**config.mk**
```make
export PLATFORM = sky130hd
export DESIGN_NAME = drss_host
export DESIGN_NICKNAME = d
export VERILOG_FILES = /design/src/shared/drss_pkg.sv /design/src/logic/drss_host.sv /design/src/logic/drss_sync.sv
export SDC_FILE = /design/constraint.sdc
export NUM_CORES = 1
export LEC_CHECK = 0
export BUFFER_PORTS_ARGS = -buffer_cell sky130_fd_sc_hd__buf_2
export CORE_ASPECT_RATIO = 1.2
export CORE_MARGIN = 5
export CORE_UTILIZATION = 55
export CTS_CLUSTER_DIAMETER = 40
export CTS_CLUSTER_SIZE = 28
export DETAILED_ROUTE_END_ITERATION = 8
export PLACE_DENSITY = 0.84
export SLEW_MARGIN = 10
export SYNTH_ARGS = -nofsm -noshare
export SYNTH_HDL_FRONTEND = slang
export SYNTH_SLANG_ARGS = --single-unit
```
**constraint.sdc**
```tcl
create_clock -name i_clk_sys -period 3.98 [get_ports i_clk_sys]
set_input_delay 0.796 -clock i_clk_sys [delete_from_list [all_inputs] [get_ports i_clk_sys]]
set_output_delay 0.796 -clock i_clk_sys [all_outputs]
set_load 0.02 [all_outputs]
```
**src/shared/drss_pkg.sv**
```systemverilog
package drss_pkg;

  // ==========================================================
  // Register map
  localparam logic [7:0] DRSS_ADDR_CTRL     = 8'h00;
  localparam logic [7:0] DRSS_ADDR_STATUS   = 8'h04;
  localparam logic [7:0] DRSS_ADDR_IRQ_STAT = 8'h08;
  localparam logic [7:0] DRSS_ADDR_IRQ_MASK = 8'h0C;

  // ==========================================================
  // Field layout
  localparam int DRSS_CTRL_W   = 5;
  localparam int DRSS_STAT_W   = 4;
  localparam int DRSS_EVT_W    = 5;
  localparam int DRSS_SYNC_W   = 2;
  localparam int DRSS_SYNC_RST = 0;
  localparam int DRSS_SYNC_PG  = 1;

  typedef struct packed {
    logic link_pg;
    logic mr_b;
    logic mr_a;
    logic order_sel;
    logic enable;
  } drss_ctrl_t;

  typedef struct packed {
    logic timeout;
    logic pg_fall;
    logic pg_rise;
    logic rst_fall;
    logic rst_rise;
  } drss_evt_t;

  localparam drss_ctrl_t DRSS_CTRL_RST = '{
    link_pg: 1'b0, mr_b: 1'b0, mr_a: 1'b0, order_sel: 1'b1, enable: 1'b0};
  localparam logic [DRSS_EVT_W-1:0] DRSS_MASK_RST = 5'h00;

  // ==========================================================
  // Timing
  localparam int unsigned DRSS_CLK_MHZ     = 100;
  localparam int unsigned DRSS_RST_TMO_MS  = 160;
  localparam int unsigned DRSS_RST_TMO_CYC =
    DRSS_RST_TMO_MS * 1000 * DRSS_CLK_MHZ;
  localparam int DRSS_TMO_CNT_W = 24;

endpackage : drss_pkg

```
**src/logic/drss_host.sv**
```systemverilog
// Overview of operation
// - System supplies a pull-up on rail-1 good.
// - Unused manual reset inputs are driven high, not left floating.
// - Reset is open-drain active low; system supplies its pull-up.
// - Rail-1 good may be routed to a manual reset input.
//
// The placing of the registers and the address-and-strobe port were left to the implementer.
`timescale 1ns/10ps
module drss_host
  import drss_pkg::*;
#(
  parameter int unsigned RST_TMO_CYC = DRSS_RST_TMO_CYC
)(
  input  wire logic        i_clk_sys,
  input  wire logic        i_arst_n,
  input  wire logic [7:0]  i_addr,
  input  wire logic [31:0] i_wdata,
  input  wire logic        i_wr,
  input  wire logic        i_rd,
  output logic      [31:0] o_rdata,
  output logic             o_irq,
  output logic             o_enable_n,
  output logic             o_order_select,
  output logic             o_manual_reset_a_n,
  output logic             o_manual_reset_b_n,
  input  wire logic        i_reset_n,
  input  wire logic        i_rail1_good
);

  drss_ctrl_t                 ctrl_q;
  logic [DRSS_EVT_W-1:0]      mask_q;
  logic [DRSS_EVT_W-1:0]      stat_q;
  logic [DRSS_SYNC_W-1:0]     pin_raw;
  logic [DRSS_SYNC_W-1:0]     pin_s;
  logic                       rst_s_q;
  logic                       pg_s_q;
  logic [DRSS_TMO_CNT_W-1:0]  tmo_cnt_q;
  logic                       tmo_done_q;
  drss_evt_t                  evt;
  logic                       rd_stat;
  logic                       waiting;
  logic [DRSS_TMO_CNT_W-1:0]  tmo_lim;

  // ==========================================================
  // Pin synchronisers
  // Pulled-up reset pin
  assign pin_raw[DRSS_SYNC_RST] = i_reset_n;
  assign pin_raw[DRSS_SYNC_PG]  = i_rail1_good;

  drss_sync u_sync (
    .i_clk_sys (i_clk_sys),
    .i_arst_n  (i_arst_n),
    .i_async   (pin_raw),
    .o_sync    (pin_s)
  );

  // Edge flops idle high like the pins
  always_ff @(posedge i_clk_sys or negedge i_arst_n) begin
    if (!i_arst_n) begin
      rst_s_q <= 1'b1;
      pg_s_q  <= 1'b1;
    end else begin
      rst_s_q <= pin_s[DRSS_SYNC_RST];
      pg_s_q  <= pin_s[DRSS_SYNC_PG];
    end
  end

  // ==========================================================
  // Control and interrupt mask registers
  always_ff @(posedge i_clk_sys or negedge i_arst_n) begin
    if (!i_arst_n) begin
      ctrl_q <= DRSS_CTRL_RST;
    end else if (i_wr && i_addr == DRSS_ADDR_CTRL) begin
      ctrl_q <= drss_ctrl_t'(i_wdata[DRSS_CTRL_W-1:0]);
    end
  end

  always_ff @(posedge i_clk_sys or negedge i_arst_n) begin
    if (!i_arst_n) begin
      mask_q <= DRSS_MASK_RST;
    end else if (i_wr && i_addr == DRSS_ADDR_IRQ_MASK) begin
      mask_q <= i_wdata[DRSS_EVT_W-1:0];
    end
  end

  // ==========================================================
  // Device pins
  always_ff @(posedge i_clk_sys or negedge i_arst_n) begin
    if (!i_arst_n) begin
      o_enable_n         <= 1'b1;
      o_order_select     <= 1'b1;
      o_manual_reset_a_n <= 1'b1;
      o_manual_reset_b_n <= 1'b1;
    end else begin
      o_enable_n         <= ~ctrl_q.enable;
      o_order_select     <= ctrl_q.order_sel;
      o_manual_reset_a_n <= ~ctrl_q.mr_a;
      o_manual_reset_b_n <= ~(ctrl_q.mr_b |
                              (ctrl_q.link_pg & ~pin_s[DRSS_SYNC_PG]));
    end
  end

  // ==========================================================
  // Reset release watchdog
  assign tmo_lim = RST_TMO_CYC[DRSS_TMO_CNT_W-1:0];
  assign waiting = ctrl_q.enable & o_manual_reset_a_n &
                   o_manual_reset_b_n & ~pin_s[DRSS_SYNC_RST];

  always_ff @(posedge i_clk_sys or negedge i_arst_n) begin
    if (!i_arst_n) begin
      tmo_cnt_q  <= '0;
      tmo_done_q <= 1'b0;
    end else if (!waiting) begin
      tmo_cnt_q  <= '0;
      tmo_done_q <= 1'b0;
    end else if (tmo_cnt_q != tmo_lim) begin
      tmo_cnt_q  <= tmo_cnt_q + 1'b1;
    end else begin
      tmo_done_q <= 1'b1;
    end
  end

  // ==========================================================
  // Events and interrupt
  always_comb begin
    evt.rst_rise = pin_s[DRSS_SYNC_RST] & ~rst_s_q;
    evt.rst_fall = ~pin_s[DRSS_SYNC_RST] & rst_s_q;
    evt.pg_rise  = pin_s[DRSS_SYNC_PG] & ~pg_s_q;
    evt.pg_fall  = ~pin_s[DRSS_SYNC_PG] & pg_s_q;
    evt.timeout  = waiting & (tmo_cnt_q == tmo_lim) & ~tmo_done_q;
  end

  assign rd_stat = i_rd && i_addr == DRSS_ADDR_IRQ_STAT;

  // Set wins over read clear
  always_ff @(posedge i_clk_sys or negedge i_arst_n) begin
    if (!i_arst_n) begin
      stat_q <= '0;
    end else begin
      stat_q <= (rd_stat ? '0 : stat_q) | evt;
    end
  end

  always_ff @(posedge i_clk_sys or negedge i_arst_n) begin
    if (!i_arst_n) begin
      o_irq <= 1'b0;
    end else begin
      o_irq <= |(((rd_stat ? '0 : stat_q) | evt) & mask_q);
    end
  end

  // ==========================================================
  // Read port
  always_ff @(posedge i_clk_sys or negedge i_arst_n) begin
    if (!i_arst_n) begin
      o_rdata <= '0;
    end else if (i_rd) begin
      case (i_addr)
        DRSS_ADDR_CTRL:
          o_rdata <= {{(32-DRSS_CTRL_W){1'b0}}, ctrl_q};
        DRSS_ADDR_STATUS:
          o_rdata <= {{(32-DRSS_STAT_W){1'b0}}, tmo_done_q, waiting,
                      pin_s[DRSS_SYNC_PG], pin_s[DRSS_SYNC_RST]};
        DRSS_ADDR_IRQ_STAT:
          o_rdata <= {{(32-DRSS_EVT_W){1'b0}}, stat_q};
        DRSS_ADDR_IRQ_MASK:
          o_rdata <= {{(32-DRSS_EVT_W){1'b0}}, mask_q};
        default:
          o_rdata <= '0;
      endcase
    end else begin
      o_rdata <= '0;
    end
  end

endmodule : drss_host

```
**src/logic/drss_sync.sv**
```systemverilog
`timescale 1ns/10ps
module drss_sync
  import drss_pkg::*;
(
  input  wire logic                   i_clk_sys,
  input  wire logic                   i_arst_n,
  input  wire logic [DRSS_SYNC_W-1:0] i_async,
  output logic      [DRSS_SYNC_W-1:0] o_sync
);

  logic [DRSS_SYNC_W-1:0] meta_q;

  // ==========================================================
  // Two-stage synchronisers, pulled-up pins idle high
  for (genvar g = 0; g < DRSS_SYNC_W; g++) begin : g_sync
    always_ff @(posedge i_clk_sys or negedge i_arst_n) begin
      if (!i_arst_n) begin
        meta_q[g] <= 1'b1;
        o_sync[g] <= 1'b1;
      end else begin
        meta_q[g] <= i_async[g];
        o_sync[g] <= meta_q[g];
      end
    end
  end

endmodule : drss_sync

```
* Yosys cells after proc, flatten, opt, wreduce, memory -nomap -nowiden
Index checks and enable logic that the tools add are counted.
** Word-level totals
- Input bits :: 46
- Output and inout port bits :: 37
- Word-level logic and storage cells :: 62
- Flip-flop bits (word level) :: 83
** Operators by class
- Multiplexer cells :: 7
- Bitwise operators :: 21
- $add $sub $neg :: 1
- Reduce and logical (&&, ||, !) cells :: 5
- Eq/ne operators :: 7
** Operators by type and width (number)
- two-way mux 24 bit :: 2
- two-way mux 32 bit :: 1
- adder 24 x 1 -> 24 bit (second input constant) :: 1
- == test 24 bit (second input constant) :: 1
- inequality test 24 bit (second input constant) :: 1
- one-hot mux 5 bit (4 select lines) :: 1
- == test 8 x 4 -> 1 bit (second input constant) :: 2
- bitwise AND 1 bit :: 10
- == test 8 x 3 -> 1 bit (second input constant) :: 1
- logical NOT 8 bit :: 1
- NOT 1 bit :: 8
- bitwise AND 5 bit :: 1
- two-way mux 5 bit :: 1
- OR 5 bit :: 1
- OR reduction 5 bit :: 1
- logical AND 1 bit :: 3
- two-way mux 1 bit :: 2
- inequality test 2 x 1 -> 1 bit (second input constant) :: 1
- inequality test 2 bit (second input constant) :: 1
- OR 1 bit :: 1

* Depth between registers and ports, before layout
- Depth after elaboration :: 8
- Depth in mapped cells :: 6
- Mapped depth without buffers :: 6

* Hierarchy
Synthesis repeated with hierarchy kept, for this count alone.
** Unflattened totals
- Cell total of the unflattened synthesis :: 265
- Area total of the unflattened synthesis :: 2830.2 µm²
** By module, submodules not included
- drss_host :: times used 1, sequential area each 1310.0 µm², cells an instance 261, area an instance 2725.1 µm²
- drss_sync :: times used 1, sequential area each 105.1 µm², cells an instance 4, area an instance 105.1 µm²

* Least setup slack after synthesis
Ideal clock, no wire load.
- Kind :: input-to-reg
- Start :: input port i_addr[5]
- End :: register o_irq
- Buffers on the path :: 1
- Setup slack :: 1.360 ns
- Stages :: 5
- Arrival time :: 2.494 ns
- Library setup time :: 0.126 ns
- Data required time :: 3.854 ns
- Path through :: or4_4 or4b_1 buf_2 a32o_1 a221o_1
** Between the ends
- Word-level cells in the longest chain between the ends :: 6
** RTL lines
- start: declaration :: RTL line drss_host.sv:16 : input wire logic [7:0] i_addr,
- == test 8 x 4 -> 1 bit :: RTL line drss_host.sv:133 : assign rd_stat = i_rd && i_addr == DRSS_ADDR_IRQ_STAT;
- logical AND 1 bit :: RTL line drss_host.sv:133
- two-way mux 5 bit :: RTL line drss_host.sv:148 : o_irq <= |(((rd_stat ? '0 : stat_q) | evt) & mask_q);
- OR 5 bit :: RTL line drss_host.sv:148
- bitwise AND 5 bit :: RTL line drss_host.sv:148
- OR reduction 5 bit :: RTL line drss_host.sv:148
- end signal: assignment :: RTL line drss_host.sv:148
- end: declaration :: RTL line drss_host.sv:21 : output logic o_irq,
Every way passes these cells.
A chain may end at the register's enable or synchronous reset.

* Final worst setup path
Ends and elaborated chain as after synthesis.

==> impl_metrics.tcl <==
set metrics [dict create \
    layout_commonest_cell "dfrtp_1" \
    cts_sinks 56 \
    coreArea_um2 4940 \
    fin_cells 345 \
    max-cap-violations 0 \
    first_iter_violations 136 \
    yosys.area_share.xor_xnor_pct 3.11 \
    ant_nets 0 \
    min_from "u_sync.meta_q[0]" \
    postCtsSetupBuffers 0 \
    cts_resized 0 \
    vdd_drop_max_mv 0.305 \
    hold_buffers 0 \
    die_area_um2 6660 \
    overflow 0 \
    layout_common_cells "dfrtp_1, buf_2, conb_1" \
    reg2reg_slack_ns 1.96 \
    rsz0062_at_grt "no" \
    cts_buffers 5 \
    end_kind "flip-flop" \
    diodes 0 \
    min_to "u_sync.o_sync[0]" \
    synthAdderAreaFrac_pct 0.888 \
    port_buffers 28 \
    reg2reg_to "tmo_cnt_q[22]" \
    async_flop_share_pct 100 \
    ys_warn_count 0 \
    max_freq_mhz 399 \
    grt_max_degree 31 \
    yosys.area.top_type "dfrtp_1" \
    finalClockSkew_ns 0.00271 \
    path_max_fanout 6 \
    setup_tns_ns 0 \
    muxShareOfSynthArea_pct 8.30 \
    netlist_area_um2 2820 \
    insertion_delay_ns 0.31 \
    worst_pin_slew_ns 0.667 \
    grt_pass1_wl_mm 9.52 \
    synth_cells 258 \
    drive_above_1_share_pct 23.9 \
    place_hpwl_mm 4.07 \
    antenna_found_initial 0 \
    cp_slowest_cell "or4b_1" \
    status "finished, final reports clean" \
    synth_flop_cell "dfrtp_1" \
    fin_crit_sh_pct 63.0 \
    yosysSeqAreaShare_pct 50.2 \
    post-route-min-period_ns 2.51 \
    dp.cells 337 \
    ys_ff_latch 56 \
    gp_congestion 0.898 \
    synth-compound-area-share_pct 8.70 \
    wire_per_inst_um 16.2 \
    cts_tree "done" \
    pwr_density_cell_nw_per_um2 352 \
    drc_errors 0 \
    die_x_um 75.3 \
    min_path_cells 0 \
    timing.final.ws_setup_ns 1.47 \
    critPathRequiredTime_ns 4.18 \
    r2r-start "tmo_cnt_q[1]" \
    clk_pin_slew_worst_paths_ns 0.10 \
    post-place-ws_ns 1.15 \
    yosys.area_share.simple_pct 19.2 \
    first_global_vias 1983 \
    cts_max_level 2 \
    grtUsageTotal_pct 18.6 \
    cts_root_buf "clkbuf_8" \
    setup-violations-final 0 \
    initial_core_util_pct 57.0 \
    wl_mm 5.57 \
    leakagePower_nw 1.32 \
    cp_cell_sequence "buf_2 -> or4_4 -> or4b_1 -> a32o_1 -> a221o_1" \
    hold_ws_ns 0.360 \
    netlist.area_leader.share_pct 40.0 \
    dr.pass1.iters 4 \
    syn_area_per_cell_um2 10.9 \
    clk_path_buf_depth 2 \
    critPathArrivalTime_ns 2.71 \
    slew_violations 0 \
    holdCritPathClass "reg -> reg" \
    synthDistinctLibCells 46 \
    synthTopCellsByArea "dfrtp_1, dfstp_2, buf_4" \
    post_drt_via_cell_ratio 5.78 \
    vias 1995 \
    rows 28 \
    fp.dieH_um 88.4 \
    hold_viol 0 \
    final_nets 332 \
    crit_type "in -> reg" \
    synth_top_family_by_area "simple AND/OR/NAND/NOR gates" \
    io_pins 83 \
    r2r_cells 5 \
    syn_to_final_growth_pct 7.10 \
    startpoint_type "primary input" \
    synth_edf_count 0 \
    slew_headroom_pct 55.5 \
    cpPeakStageDelay_ns 0.65 \
]
[power by group]
group	internal [mW]	switching, mW	total [mW]
clock network	0.190	0.190	0.380
registers	0.586	0.00958	0.596
logic	0.0267	0.0592	0.0859
total	0.802	0.259	1.06
[metal layers]
| layer | share of wire [%] | global-route usage [%] |
|---|---|---|
| met1 | 39 | 23.2 |
| met2 | 57 | 32.0 |
| met3 | 3.4 | 3.30 |
| met4 | 0.97 | 6.52 |
| met5 | 0 | 0 |
[sequential cells by signal (all words and copies together), names as in the netlist, 2 cells and up]
name	count
ctrl_q	5
mask_q	5
o_rdata	5
stat_q	5
tmo_cnt_q	24
u_sync.meta_q	2
u_sync.o_sync	2
[cell families (layout without fill, tap and decap cells)]
group                    count (synthesis)  in the layout
other                                    1             27
buffers and inverters                   43             44
flip-flops                              56             56
AND/OR/NAND/NOR                         90             90
AO/OA/AOI/OAI                           39             39
adder cells (fa/ha/maj)                  2              2
XOR/XNOR                                10             10
multiplexers                            17             17
[per-stage QoR]
stage / area [um^2] / power, mW / utilization [%]
final: 3020 / 1.06 / 61.1
after floorplan: 2920 / 0.678 / -
after detailed placement: 2900 / 0.691 / 58.8
after CTS: 3020 / 1.07 / 61.1
after global placement: 2900 / 0.689 / 58.8
after global routing: 3020 / 1.11 / 61.1
[area by class of cell]
type | count | area, um^2
inverter | 6 | 22.5
multi-input combinational | 185 | 1230
tap | 60 | 75.1
timing repair buffer | 30 | 155
clock inverter | 3 | 46.3
sequential | 56 | 1420
clock buffer | 5 | 68.8
fill | 401 | 1920
[synthesized netlist by cell type (3+ instances only)]
cell type / instances
nor3_1: 5
or4_1: 4
dfstp_2: 11
mux2_2: 11
nor4b_1: 3
mux4_2: 4
o31ai_1: 4
nand2_1: 9
a21o_1: 3
nor2_1: 13
a22oi_1: 3
nand3_1: 11
clkbuf_1: 8
a21oi_1: 13
dfrtp_1: 45
nand2b_1: 4
nand4_1: 8
o21ai_0: 10
and3_1: 7
buf_4: 27
xor2_1: 8
and4_1: 6
nor2b_1: 5
or3_1: 4
inv_1: 6
[critical path, delay by kind of cell]
kind / cells / cell delay [ns]
compound gates: 2 / 0.62
buf+inv: 1 / 0.10
simple gates: 2 / 1.19
[worst max path at each step]
| stage | to | startpoint | depth (start not counted) |
|---|---|---|---|
| finish | o_irq | i_addr[5] | 5 |
| global placement | o_irq | i_addr[5] | 5 |
| global route | mask_q[4] | i_addr[5] | 5 |
| floorplan | o_irq | i_addr[5] | 5 |
| CTS | o_irq | i_addr[5] | 5 |
| detailed placement | o_irq | i_addr[5] | 5 |
Note: power is estimated with default switching activity, not from simulation.
